--- config.mk ---
export PLATFORM = sky130hd
export DESIGN_NAME = avsr_link_core
export DESIGN_NICKNAME = d
export VERILOG_FILES = /design/src/avsr_pkg.sv /design/src/avsr_fifo.sv /design/src/avsr_link_core.sv
export VERILOG_INCLUDE_DIRS = /design/src
export SDC_FILE = /design/constraint.sdc
export NUM_CORES = 1
export LEC_CHECK = 0
export ABC_AREA = 1
export ABC_CLOCK_PERIOD_IN_PS = 6500
export BUFFER_PORTS_ARGS = -buffer_cell sky130_fd_sc_hd__buf_4
export CAP_MARGIN = 0
export CORE_MARGIN = 2
export CORE_UTILIZATION = 58
export CTS_CLUSTER_SIZE = 30
export DETAILED_ROUTE_END_ITERATION = 10
export HOLD_SLACK_MARGIN = 0.15
export PLACE_DENSITY = 0.74
export RECOVER_POWER = 25
export SKIP_LAST_GASP = 1
export SLEW_MARGIN = 20
export SYNTH_ARGS = -nofsm -noshare
export SYNTH_HDL_FRONTEND = slang
export SYNTH_SLANG_ARGS = --single-unit
--- constraint.sdc ---
create_clock -name clk -period 6.5 [get_ports clk]
set_input_delay 0.975 -clock clk [delete_from_list [all_inputs] [get_ports clk]]
set_output_delay 0.975 -clock clk [all_outputs]
set_load 0.03 [all_outputs]
--- src/avsr_map.svh ---
// Register offsets, field positions, reset values and link counts for the slot request block
`ifndef AVSR_MAP_SVH
`define AVSR_MAP_SVH

// ----------------------------------------------------------------------------
// Register offsets (7-bit command index)
// ----------------------------------------------------------------------------
`define AVSR_REG_PWR_A 7'h26
`define AVSR_REG_PWR_B 7'h2A
`define AVSR_REG_RATE_FIRST 7'h2C
`define AVSR_REG_RATE_LAST 7'h34
`define AVSR_REG_PWR_C 7'h3E

// ----------------------------------------------------------------------------
// Reset values and rate constants
// ----------------------------------------------------------------------------
`define AVSR_PWR_RESET 16'h0000
`define AVSR_RATE_RESET 16'hBB80
`define AVSR_FRAME_RATE_ACC 17'h0BB80

// ----------------------------------------------------------------------------
// Field positions
// ----------------------------------------------------------------------------
`define AVSR_VRA_BIT 0
`define AVSR_VRM_BIT 3
`define AVSR_PD_ADC_BIT 8
`define AVSR_PD_FRONT_BIT 9
`define AVSR_PD_CLFE_BIT 11
`define AVSR_PD_SURR_BIT 11
`define AVSR_PD_MIC_BIT 0
`define AVSR_FV_BIT 15
`define AVSR_CMD_ADDR_TAG 14
`define AVSR_CMD_DATA_TAG 13
`define AVSR_RW_BIT 19

// ----------------------------------------------------------------------------
// Frame geometry and buffering
// ----------------------------------------------------------------------------
`define AVSR_TAG_BITS 5'h10
`define AVSR_SLOT_BITS 5'h14
`define AVSR_FIRST_DATA_SLOT 4'h3
`define AVSR_LAST_SLOT 4'hC
`define AVSR_DONE_SLOT 4'hD
`define AVSR_FRAME_BITS 256
`define AVSR_FIFO_DEPTH 8

`endif

--- src/avsr_pkg.sv ---
// Types shared by the slot request block and its sample buffer
package avsr_pkg;

  // Link framing state
  typedef enum logic {
    LinkIdle,
    LinkFrame
  } avsr_link_state_type;

  // One playback sample tagged with its output slot
  typedef struct packed {
    logic [3:0] slot;
    logic [19:0] sample;
  } avsr_entry_type;

  // Left and right record sample pair
  typedef struct packed {
    logic [19:0] left;
    logic [19:0] right;
  } avsr_pair_type;

endpackage : avsr_pkg

--- src/avsr_fifo.sv ---
// Flip-flop sample buffer with valid and ready on both sides
`timescale 1ns/1ps
module avsr_fifo #(
  parameter int WIDTH = 24,
  parameter int DEPTH = 8
) (
  input wire logic clk, // System clock
  input wire logic rst_n, // Asynchronous reset, active low
  input wire logic inValid, // Write request
  output logic inReady, // Room for a word
  input wire logic [WIDTH-1:0] inData, // Write word
  output logic outValid, // Word available
  input wire logic outReady, // Reader takes word
  output logic [WIDTH-1:0] outData, // Head word
  output logic [$clog2(DEPTH):0] freeCount // Empty places
);

  localparam int AW = $clog2(DEPTH);
  localparam logic [AW:0] DEPTH_C = (AW + 1)'(DEPTH);

  // ----------------------------------------------------------------------------
  // Elaboration check
  // ----------------------------------------------------------------------------
  // Pointer wrap relies on a power-of-two depth
  if (DEPTH < 2 || (1 << AW) != DEPTH) begin : g_bad_depth
    $error("avsr_fifo depth must be a power of two of at least 2");
  end

  logic [WIDTH-1:0] mem_q [DEPTH];
  logic [AW-1:0] wrPtr_q;
  logic [AW-1:0] rdPtr_q;
  logic [AW:0] count_q;
  logic push;
  logic pop;

  // Handshake decode
  assign inReady = count_q != DEPTH_C;
  assign outValid = count_q != '0;
  assign push = inValid && inReady;
  assign pop = outValid && outReady;
  assign outData = mem_q[rdPtr_q];
  assign freeCount = DEPTH_C - count_q;

  // Storage write, no reset needed on data
  always_ff @(posedge clk) begin
    if (push) begin
      mem_q[wrPtr_q] <= inData;
    end
  end

  // Pointers and fill level
  always_ff @(posedge clk or negedge rst_n) begin
    if (!rst_n) begin
      wrPtr_q <= '0;
      rdPtr_q <= '0;
      count_q <= '0;
    end else begin
      wrPtr_q <= wrPtr_q + AW'(push);
      rdPtr_q <= rdPtr_q + AW'(pop);
      count_q <= count_q + (AW + 1)'(push) - (AW + 1)'(pop);
    end
  end

endmodule : avsr_fifo

--- src/avsr_link_core.sv ---
// Codec-side link engine: slot request flags, input tags and primary or secondary register access
`timescale 1ns/1ps
`include "avsr_map.svh"
module avsr_link_core #(
  parameter logic [1:0] CODEC_ID = 2'h0, // Zero selects primary
  parameter int FIFO_DEPTH = `AVSR_FIFO_DEPTH // Playback buffer words
) (
  input wire logic clk, // System clock 100 MHz
  input wire logic rst_n, // Asynchronous reset, active low
  input wire logic bitClkPin, // Link bit clock pin
  input wire logic syncPin, // Link frame sync pin
  input wire logic sdataOutPin, // Serial data from controller
  output logic sdataInPin, // Serial data to controller
  output logic dacValid, // Playback sample available
  input wire logic dacReady, // Converter takes sample
  output avsr_pkg::avsr_entry_type dacData, // Playback slot and sample
  input wire logic adcValid, // Record pair offered
  output logic adcReady, // Record pair accepted
  input wire avsr_pkg::avsr_pair_type adcData, // Record left and right
  input wire logic micValid, // Mic sample offered
  output logic micReady, // Mic sample accepted
  input wire logic [19:0] micData // Mic sample
);

  localparam int NCH = 5;
  localparam int FAW = $clog2(FIFO_DEPTH);

  // ----------------------------------------------------------------------------
  // Elaboration check
  // ----------------------------------------------------------------------------
  // A pair must fit beside one pending frame of samples
  if (FIFO_DEPTH < 4) begin : g_bad_depth
    $error("avsr_link_core needs a playback buffer of at least 4 words");
  end

  logic [2:0] bclkSync_q;
  logic [1:0] syncSync_q;
  logic [1:0] sdoSync_q;
  logic syncPrev_q;
  avsr_pkg::avsr_link_state_type state_q;
  avsr_pkg::avsr_link_state_type state_d;
  logic [3:0] slotIdx_q;
  logic [4:0] slotBit_q;
  logic [19:0] rxShift_q;
  logic [15:0] rxTag_q;
  logic [19:0] cmdAddr_q;
  logic [15:0] pwrA_q;
  logic [15:0] pwrB_q;
  logic [15:0] pwrC_q;
  logic [15:0] rate_q [NCH];
  logic [15:0] rateRd [NCH];
  logic [16:0] acc_q [NCH];
  logic [12:0] reqSlots_q;
  logic [12:0] expect_q;
  logic rdPend_q;
  logic [6:0] rdAddr_q;
  logic [`AVSR_FRAME_BITS-1:0] txFrame_q;
  logic sdataIn_q;
  logic dacValid_q;
  avsr_pkg::avsr_entry_type dacData_q;
  avsr_pkg::avsr_pair_type hold_q [2];
  logic [1:0] holdFull_q;
  logic [1:0] holdReady_q;

  // ----------------------------------------------------------------------------
  // Pin synchronisers and bit clock edges
  // ----------------------------------------------------------------------------
  // Every pin passes two flops; the third bit clock flop only finds edges
  always_ff @(posedge clk or negedge rst_n) begin
    if (!rst_n) begin
      bclkSync_q <= 3'h0;
      syncSync_q <= 2'h0;
      sdoSync_q <= 2'h0;
    end else begin
      bclkSync_q <= {bclkSync_q[1:0], bitClkPin};
      syncSync_q <= {syncSync_q[0], syncPin};
      sdoSync_q <= {sdoSync_q[0], sdataOutPin};
    end
  end

  // Edge and frame decode
  wire bclkRise = bclkSync_q[1] && !bclkSync_q[2];
  wire bclkFall = !bclkSync_q[1] && bclkSync_q[2];
  wire syncLvl = syncSync_q[1];
  wire sdoLvl = sdoSync_q[1];
  wire frameStart = bclkFall && syncLvl && !syncPrev_q;
  wire inFrame = (state_q == avsr_pkg::LinkFrame) && (slotIdx_q != `AVSR_DONE_SLOT);
  wire sampleBit = bclkFall && !frameStart && inFrame;
  wire [4:0] slotLen = (slotIdx_q == 4'h0) ? `AVSR_TAG_BITS : `AVSR_SLOT_BITS;
  wire lastBit = slotBit_q == (slotLen - 5'h01);
  wire [19:0] rxWord = {rxShift_q[18:0], sdoLvl};
  wire slotDone = sampleBit && lastBit;

  // Link state: idle until the first frame sync
  always_comb begin
    state_d = state_q;
    case (state_q)
      avsr_pkg::LinkIdle: begin
        if (frameStart) begin
          state_d = avsr_pkg::LinkFrame;
        end
      end
      avsr_pkg::LinkFrame: begin
        state_d = avsr_pkg::LinkFrame;
      end
      default: begin
        state_d = avsr_pkg::LinkIdle;
      end
    endcase
  end

  // ----------------------------------------------------------------------------
  // Receive framing
  // ----------------------------------------------------------------------------
  // Slot and bit counters restart on every sync rise; bits past slot 12 are ignored
  always_ff @(posedge clk or negedge rst_n) begin
    if (!rst_n) begin
      state_q <= avsr_pkg::LinkIdle;
      syncPrev_q <= 1'b0;
      slotIdx_q <= `AVSR_DONE_SLOT;
      slotBit_q <= 5'h00;
    end else begin
      state_q <= state_d;
      if (bclkFall) begin
        syncPrev_q <= syncLvl;
      end
      if (frameStart) begin
        slotIdx_q <= 4'h0;
        slotBit_q <= 5'h00;
      end else if (sampleBit) begin
        slotIdx_q <= lastBit ? slotIdx_q + 4'h1 : slotIdx_q;
        slotBit_q <= lastBit ? 5'h00 : slotBit_q + 5'h01;
      end
    end
  end

  // Shift in data, keep output tag and command address words
  always_ff @(posedge clk or negedge rst_n) begin
    if (!rst_n) begin
      rxShift_q <= 20'h00000;
      rxTag_q <= 16'h0000;
      cmdAddr_q <= 20'h00000;
    end else begin
      if (sampleBit) begin
        rxShift_q <= rxWord;
      end
      if (slotDone && slotIdx_q == 4'h0) begin
        rxTag_q <= rxWord[15:0];
      end else if (frameStart) begin
        rxTag_q <= 16'h0000;
      end
      if (slotDone && slotIdx_q == 4'h1) begin
        cmdAddr_q <= rxWord;
      end
    end
  end

  // ----------------------------------------------------------------------------
  // Command decode
  // ----------------------------------------------------------------------------
  // Primary needs ID zero plus slot tags; secondary uses its ID instead of the tags
  wire frameValid = rxTag_q[`AVSR_FV_BIT];
  wire idIsMine = rxTag_q[1:0] == CODEC_ID;
  wire addrOk = frameValid && idIsMine && ((CODEC_ID != 2'h0) || rxTag_q[`AVSR_CMD_ADDR_TAG]);
  wire dataOk = frameValid && idIsMine && ((CODEC_ID != 2'h0) || rxTag_q[`AVSR_CMD_DATA_TAG]);
  wire cmdPhase = slotDone && slotIdx_q == 4'h2;
  wire cmdRead = cmdPhase && addrOk && cmdAddr_q[`AVSR_RW_BIT];
  wire cmdWrite = cmdPhase && addrOk && dataOk && !cmdAddr_q[`AVSR_RW_BIT];
  wire [6:0] cmdReg = cmdAddr_q[18:12];
  wire [15:0] cmdData = rxWord[19:4];
  wire variable_rate_enable = pwrB_q[`AVSR_VRA_BIT];
  wire mic_variable_rate_enable = pwrB_q[`AVSR_VRM_BIT];

  // Readback; rate registers show 48k whenever their enable is off
  function automatic logic [15:0] avsr_reg_read(input logic [6:0] a);
    logic [15:0] r;
    logic [6:0] off;
    r = 16'h0000;
    off = a - `AVSR_REG_RATE_FIRST;
    if (a == `AVSR_REG_PWR_A) begin
      r = pwrA_q;
    end else if (a == `AVSR_REG_PWR_B) begin
      r = pwrB_q;
    end else if (a == `AVSR_REG_PWR_C) begin
      r = pwrC_q;
    end else if (a >= `AVSR_REG_RATE_FIRST && a <= `AVSR_REG_RATE_LAST && !a[0]) begin
      r = rateRd[off[3:1]];
    end
    return r;
  endfunction : avsr_reg_read

  // Power and mode registers
  always_ff @(posedge clk or negedge rst_n) begin
    if (!rst_n) begin
      pwrA_q <= `AVSR_PWR_RESET;
      pwrB_q <= `AVSR_PWR_RESET;
      pwrC_q <= `AVSR_PWR_RESET;
    end else if (cmdWrite) begin
      if (cmdReg == `AVSR_REG_PWR_A) begin
        pwrA_q <= cmdData;
      end else if (cmdReg == `AVSR_REG_PWR_B) begin
        pwrB_q <= cmdData;
      end else if (cmdReg == `AVSR_REG_PWR_C) begin
        pwrC_q <= cmdData;
      end
    end
  end

  // Read response is echoed in the next input frame; a new read wins over the clear
  always_ff @(posedge clk or negedge rst_n) begin
    if (!rst_n) begin
      rdPend_q <= 1'b0;
      rdAddr_q <= 7'h00;
    end else if (cmdRead) begin
      rdPend_q <= 1'b1;
      rdAddr_q <= cmdReg;
    end else if (frameStart) begin
      rdPend_q <= 1'b0;
    end
  end

  // ----------------------------------------------------------------------------
  // Rate channels: front, centre/LFE, surround, record, mic
  // ----------------------------------------------------------------------------
  logic [NCH-1:0] chEnable;
  logic [NCH-1:0] chPowered;
  logic [NCH-1:0] chNeed;
  logic [NCH-1:0] chGrant;
  logic [2:0] dacGrant;
  logic [2:0] dacReq;
  logic [1:0] adcSend;

  // Mic follows its own enable the way record follows the main one
  assign chEnable = {mic_variable_rate_enable, variable_rate_enable, variable_rate_enable, variable_rate_enable, variable_rate_enable};
  assign chPowered = {!pwrC_q[`AVSR_PD_MIC_BIT], !pwrA_q[`AVSR_PD_ADC_BIT], !pwrC_q[`AVSR_PD_SURR_BIT],
                      !pwrB_q[`AVSR_PD_CLFE_BIT], !pwrA_q[`AVSR_PD_FRONT_BIT]};
  assign chGrant = {holdFull_q, dacGrant};

  for (genvar ch = 0; ch < NCH; ch++) begin : g_chan
    localparam logic [6:0] RATE_ADDR = 7'(`AVSR_REG_RATE_FIRST + 2 * ch);
    // Fixed rate needs a sample every frame; variable rate when the phase wraps
    assign chNeed[ch] = !chEnable[ch] || (acc_q[ch] >= `AVSR_FRAME_RATE_ACC);
    assign rateRd[ch] = chEnable[ch] ? rate_q[ch] : `AVSR_RATE_RESET;

    // Rate register: writable only while enabled, snaps back to 48k otherwise
    always_ff @(posedge clk or negedge rst_n) begin
      if (!rst_n) begin
        rate_q[ch] <= `AVSR_RATE_RESET;
      end else if (!chEnable[ch]) begin
        rate_q[ch] <= `AVSR_RATE_RESET;
      end else if (cmdWrite && cmdReg == RATE_ADDR) begin
        rate_q[ch] <= cmdData;
      end
    end

    // Phase accumulator; a demand without room is held, not lost
    always_ff @(posedge clk or negedge rst_n) begin
      if (!rst_n) begin
        acc_q[ch] <= 17'h00000;
      end else if (!chEnable[ch]) begin
        acc_q[ch] <= 17'h00000;
      end else if (frameStart) begin
        if (!chNeed[ch]) begin
          acc_q[ch] <= acc_q[ch] + {1'b0, rate_q[ch]};
        end else if (chGrant[ch] && chPowered[ch]) begin
          acc_q[ch] <= acc_q[ch] - `AVSR_FRAME_RATE_ACC;
        end
      end
    end
  end

  // ----------------------------------------------------------------------------
  // Playback request budget
  // ----------------------------------------------------------------------------
  logic [FAW:0] fifoFree;
  logic [7:0] budget;
  logic [7:0] pend;

  // Room must cover samples still due this frame before new pairs are asked for
  always_comb begin
    pend = 8'h00;
    budget = 8'(fifoFree);
    dacGrant = 3'h0;
    for (int s = 0; s < 13; s++) begin
      pend = pend + {7'h00, reqSlots_q[s]};
    end
    budget = (budget > pend) ? budget - pend : 8'h00;
    for (int p = 0; p < 3; p++) begin
      if (chNeed[p] && chPowered[p] && budget >= 8'h02) begin
        dacGrant[p] = 1'b1;
        budget = budget - 8'h02;
      end
    end
  end

  // Requests only for powered pairs; fixed rate asks every frame
  for (genvar p = 0; p < 3; p++) begin : g_req
    assign dacReq[p] = chPowered[p] && (chEnable[p] ? (chNeed[p] && dacGrant[p]) : 1'b1);
  end

  // Slot bits 12..0: pairs on slots 3/4, 6/9, 7/8
  wire [12:0] newReqSlots = {3'h0, dacReq[1], dacReq[2], dacReq[2], dacReq[1], 1'b0, dacReq[0], dacReq[0], 3'h0};
  wire [12:0] livePwrSlots = {3'h0, chPowered[1], chPowered[2], chPowered[2], chPowered[1], 1'b0,
                              chPowered[0], chPowered[0], 3'h0};
  // Flag high means no sample wanted; forced zero when disabled, off or unsupported
  wire [12:0] flagVec = {13{variable_rate_enable}} & livePwrSlots & ~newReqSlots;
  logic [9:0] flagField;
  for (genvar s = 3; s <= 12; s++) begin : g_flag
    assign flagField[12 - s] = flagVec[s];
  end

  // Remember what was asked; those slots are checked in the next output frame
  always_ff @(posedge clk or negedge rst_n) begin
    if (!rst_n) begin
      reqSlots_q <= 13'h0000;
      expect_q <= 13'h0000;
    end else if (frameStart) begin
      reqSlots_q <= newReqSlots;
      expect_q <= reqSlots_q;
    end
  end

  // ----------------------------------------------------------------------------
  // Playback capture and buffer
  // ----------------------------------------------------------------------------
  wire slotIsData = slotIdx_q >= `AVSR_FIRST_DATA_SLOT && slotIdx_q <= `AVSR_LAST_SLOT;
  wire [3:0] tagIdx = 4'hF - slotIdx_q;
  // Tagged sample kept only when asked for and the channel is still powered
  wire dataTake = slotDone && slotIsData && frameValid && rxTag_q[tagIdx] && expect_q[slotIdx_q]
                  && livePwrSlots[slotIdx_q];
  wire fifoOutValid;
  wire fifoOutReady = !dacValid_q || dacReady;
  avsr_pkg::avsr_entry_type fifoOutData;
  avsr_pkg::avsr_entry_type fifoInData;
  assign fifoInData = '{slot: slotIdx_q, sample: rxWord};

  // Fixed rate cannot wait: a word arriving into a full buffer is dropped
  avsr_fifo #(
    .WIDTH($bits(avsr_pkg::avsr_entry_type)),
    .DEPTH(FIFO_DEPTH)
  ) u_fifo (
    .clk(clk),
    .rst_n(rst_n),
    .inValid(dataTake),
    .inReady(),
    .inData(fifoInData),
    .outValid(fifoOutValid),
    .outReady(fifoOutReady),
    .outData(fifoOutData),
    .freeCount(fifoFree)
  );

  // Registered output stage toward the converters
  always_ff @(posedge clk or negedge rst_n) begin
    if (!rst_n) begin
      dacValid_q <= 1'b0;
      dacData_q <= '0;
    end else if (fifoOutReady) begin
      dacValid_q <= fifoOutValid;
      dacData_q <= fifoOutData;
    end
  end

  // ----------------------------------------------------------------------------
  // Record and mic holding registers
  // ----------------------------------------------------------------------------
  wire [1:0] holdOffer = {micValid, adcValid};
  avsr_pkg::avsr_pair_type holdIn [2];
  assign holdIn[0] = adcData;
  assign holdIn[1] = '{left: micData, right: 20'h00000};

  for (genvar i = 0; i < 2; i++) begin : g_hold
    // Tag a slot only in a frame that carries a held sample
    assign adcSend[i] = chPowered[3 + i] && holdFull_q[i] && chNeed[3 + i];
    wire load = holdOffer[i] && holdReady_q[i];
    wire fullNext = load || (holdFull_q[i] && !(frameStart && adcSend[i]));
    always_ff @(posedge clk or negedge rst_n) begin
      if (!rst_n) begin
        hold_q[i] <= '0;
        holdFull_q[i] <= 1'b0;
        holdReady_q[i] <= 1'b1;
      end else begin
        hold_q[i] <= load ? holdIn[i] : hold_q[i];
        holdFull_q[i] <= fullNext;
        holdReady_q[i] <= !fullNext;
      end
    end
  end

  // ----------------------------------------------------------------------------
  // Input frame assembly and serialiser
  // ----------------------------------------------------------------------------
  wire [15:0] txTag = {1'b1, rdPend_q, rdPend_q, adcSend[0], adcSend[0], 1'b0, adcSend[1], 9'h000};
  wire [19:0] txSlot1 = {1'b0, rdPend_q ? rdAddr_q : 7'h00, flagField, 2'h0};
  wire [19:0] txSlot2 = rdPend_q ? {avsr_reg_read(rdAddr_q), 4'h0} : 20'h00000;
  wire [19:0] txSlot3 = adcSend[0] ? hold_q[0].left : 20'h00000;
  wire [19:0] txSlot4 = adcSend[0] ? hold_q[0].right : 20'h00000;
  wire [19:0] txSlot6 = adcSend[1] ? hold_q[1].left : 20'h00000;
  wire [`AVSR_FRAME_BITS-1:0] txNext = {txTag, txSlot1, txSlot2, txSlot3, txSlot4, 20'h00000, txSlot6, 120'h0};

  // Load at the first bit clock falling edge that sees sync high, shift one bit out on each rising edge
  always_ff @(posedge clk or negedge rst_n) begin
    if (!rst_n) begin
      txFrame_q <= '0;
      sdataIn_q <= 1'b0;
    end else if (frameStart) begin
      txFrame_q <= txNext;
    end else if (bclkRise && state_q == avsr_pkg::LinkFrame) begin
      sdataIn_q <= txFrame_q[`AVSR_FRAME_BITS-1];
      txFrame_q <= {txFrame_q[`AVSR_FRAME_BITS-2:0], 1'b0};
    end
  end

  // Outputs straight from flops
  assign sdataInPin = sdataIn_q;
  assign dacValid = dacValid_q;
  assign dacData = dacData_q;
  assign adcReady = holdReady_q[0];
  assign micReady = holdReady_q[1];

endmodule : avsr_link_core

==> summary.md <==
| Metric | Value |
|---|---|
| Status | `finished with violations` |
| Failing checks | `capacitance limit, slew limit` |
| Area leader, netlist | `dfrtp_1` |
| Share of the synthesized area in the top cell type | `34.2%` |
| FP Rows | `90` |
| Number of fill cells | `4765` |
| Pwr/cell area | `347 nW/um^2` |
| Layout cells sized above 1 | `12.2%` |
| Max-slew violations | `84` |
| Setup violators final | `0` |
| Comb pwr share | `between 20% and 30%` |
| Critical path depth | `28` |
| GP Congestion | `approximately 0.93` |
| Commonest non-fill, non-tap cell in the layout | `nand2_1` |
| Final Critical Period | `4420 ps` |
| Tot GR Track Use | `roughly 28%` |
| Vias in the first global route | `25900` |
| Detail Placement HPWL | `56700 um` |
| Seq/Total Area, Yosys | `between 50% and 60%` |
| FF-to-FF path depth | `28` |
| Max Freq | `0.226 GHz` |
| Slowest CP cell | `fa_1` |
| Largest net degree at the start of global routing | `190` |
| Slowest stage delay, CP | `560 ps` |
| Max Buffers Root-to-Sink | `3` |
| Placed cell count | `4513` |
| Clock Tree Root | `clkbuf_16` |
| Unrepaired setup endpoints after global routing | `false` |
| Leak | `17.3 nW` |
| Setup TNS | `0 ps` |
| Starting Density | `roughly three fifths` |
| # H-tree levels | `3` |
| Crit. End Element | `register` |
| Die span in y | `250 um` |
| Clock share of power | `34.1%` |
| Clk_lat worst skew | `630 ps` |
| Hold Crit Depth | `0` |
| Detail Route Antenna Nets | `0` |
| CP bufs+invs | `4` |
| Rel. slew slack | `-71.1%` |
| Clock sink total | `between 700 and 800` |
| Cells after Synth | `3766` |
| Iteration-0 DRC count of the detailed router | `about 2500` |
| CP Max Fanout | `14` |
| Layout Skew | `just over 30 ps` |
| Die width | `250 um` |
| Core ar. | `60000 um^2` |
| CP Launch Type | `register` |
| Cts bufs inserted | `77` |
| Final setup margin | `2080 ps` |
| Commonest non-fill, non-tap cells in the layout | `nand2_1 (700), dfrtp_1 (477), o21ai_0 (359)` |
| Routed wire length | `around 86000 um` |
| Post-synth ARST share | `73.0%` |
| Fin Hold WS | `348 ps` |
| Synthesis Warnings | `0` |
| Pint | `just over 9 mW` |
| Via density | `5.85` |
| Layout area overhead | `11.6%` |
| Net Switching | `4.31 mW` |
| Avg Synthesized Cell Area | `between 9 and 10 um^2` |
| # IOs | `96` |
| Synth Cell Area | `35000 um^2` |
| Die ar. | `approximately 62000 um^2` |
| Net Sw Frac | `approximately a third` |
| Top area cells in the synthesized netlist | `dfrtp_1 (34%), edfxtp_1 (16%), nand2_1 (7.5%)` |
| Post-layout net count | `3998` |
| PortBufs | `95` |
| DRC viols | `0` |
| Distinct cells, synth | `70` |
| Clock transition at the registers of the reported paths | `60 ps` |
| Worst vdd rail ir drop | `0.273 mV` |
| Drt first pass iters | `7` |
| Initial antenna violation count | `0` |
| Yosys reg bits | `between 700 and 800` |
| Final Non-Filler Cells | `between 4000 and 5000` |
| WL/cell | `18.5 um` |
| Max Cap Viol | `2` |
| Most frequent cell on the critical path | `nand2_1` |
| Top FF cell, synth | `dfrtp_1` |
| HP Class | `register to register` |
| Final hold vios | `0` |
| Crit path max-delay family | `simple AND/OR/NAND/NOR gates` |
| Hold buffers post-CTS | `0` |
| Setup Fix Bufs, Post-CTS | `0` |
| First-pass GRT wire length | `between 100000 and 150000 um` |
| Total gr overflow | `0` |
| Critical path type | `register to register` |
| Final period utilization | `68.0%` |
| Antenna Cells | `0` |
| Seq pwr share | `between 40% and 50%` |
| Setup slack at placement | `2110 ps` |
| DR vias | `27200` |
| Arrival time worst endpoint | `4920 ps` |
| Post-synth EDFFs | `192` |
| CP required | `7000 ps` |
| Mapped Nets | `3953` |
| # resized after CTS | `0` |
| Slew of the pin with the lowest slew margin | `2570 ps` |
| CTS tree | `done` |
==> power by group through the flow <==
stage          combinational, mW  clock (mW)  sequential [mW]
4_1_cts                     3.33        4.69             5.62
2_1_floorplan               2.36           0             5.68
6_report                    3.31        4.63             5.62
3_3_place_gp                3.21           0             5.67
3_5_place_dp                3.30           0             5.69
5_1_grt                     3.74        4.88             5.69
==> area by class of cell <==
type                    instances  area (um^2)  area share, %
inverters                     359         1350           3.45
multi-input cells            2531        14200           36.4
well taps                     782          978           2.50
repair buffers                131         1020           2.60
clock buffers                 110         2230           5.71
flip-flops and latches        711        18800           48.1
clock inverters                32          485           1.24
==> sequential cells by signal (all words and copies together), names as in the netlist, 2 cells and up <==
name / flops
pwrA_q: 16
rxShift_q: 19
u_fifo.mem_q: 192
chGrant: 2
acc_q: 85
slotBit_q: 5
rxTag_q: 11
syncSync_q: 2
rate_q: 80
pwrC_q: 16
pwrB_q: 16
dacData: 24
slotIdx_q: 4
cmdAddr_q: 8
u_fifo.rdPtr_q: 3
u_fifo.wrPtr_q: 3
expect_q: 3
u_fifo.count_q: 4
rdAddr_q: 7
sdoSync_q: 2
bclkSync_q: 3
reqSlots_q: 3
txFrame_q: 136
hold_q: 60
==> cells in the mapped netlist, types with 7 or more instances <==
cell and number:
o221ai_1 12, fa_1 7, or2_2 15, buf_2 29
dfstp_2 40, ha_1 112, nand2_1 702, xor2_1 33
o31ai_1 19, nor3_1 30, nand3_1 155, buf_6 9
o21ai_0 359, nor4_1 9, inv_2 16, mux2_2 60
mux2i_1 49, o21ai_2 35, a22oi_1 12, inv_1 336
buf_1 14, a211oi_1 7, o22ai_1 60, a21oi_1 280
edfxtp_1 192, xnor2_1 19, nor2_1 274, a31oi_1 17
o211ai_1 64, o21ai_1 96, clkbuf_1 112, dfrtp_1 479
nand4_1 15, nand3_2 8
==> final timing paths <==
kind | from | end | slack, ps
setup / recovery | reqSlots_q[4] | acc_q[48] | 2080
hold / removal | syncSync_q[0] | syncSync_q[1] | 350
setup reg to reg | reqSlots_q[4] | acc_q[48] | 2080
hold reg to reg | syncSync_q[0] | syncSync_q[1] | 350
max in group asynchronous | rst_n | acc_q[3] | 3060
min in group asynchronous | rst_n | dacData[10] | 380
==> per-layer routing <==
layer  GRT usage (%)  vias to the layer above  wire length [um]
met5               0                        -                 0
met4            8.00                        0              2350
met3            4.60                      169              6190
met2            43.8                      885             39600
met1            39.5                    13100             37900
li1                -                    13000                 -
==> through the flow <==
| step | util, % | power (mW) | area [um^2] |
|---|---|---|---|
| 6_report | 65.2 | 13.6 | 39100 |
| 4_1_cts | 65.1 | 13.6 | 39100 |
| 5_1_grt | 65.2 | 14.3 | 39100 |
| 2_1_floorplan | - | 8.04 | 35000 |
| 3_3_place_gp | 60.6 | 8.89 | 36400 |
| 3_5_place_dp | 60.6 | 8.99 | 36400 |
==> kinds of logic after synthesis <==
| logic type | after synthesis | synth area share (%) |
|---|---|---|
| mux | 109 | 3.33 |
| buf+inv | 524 | 5.94 |
| fa+ha+maj | 119 | 4.40 |
| compound gates | 1018 | 16.7 |
| xor+xnor | 53 | 1.35 |
| flops | 711 | 53.7 |
| simple gates | 1232 | 14.6 |
Note: power is estimated with default switching activity, not from simulation.
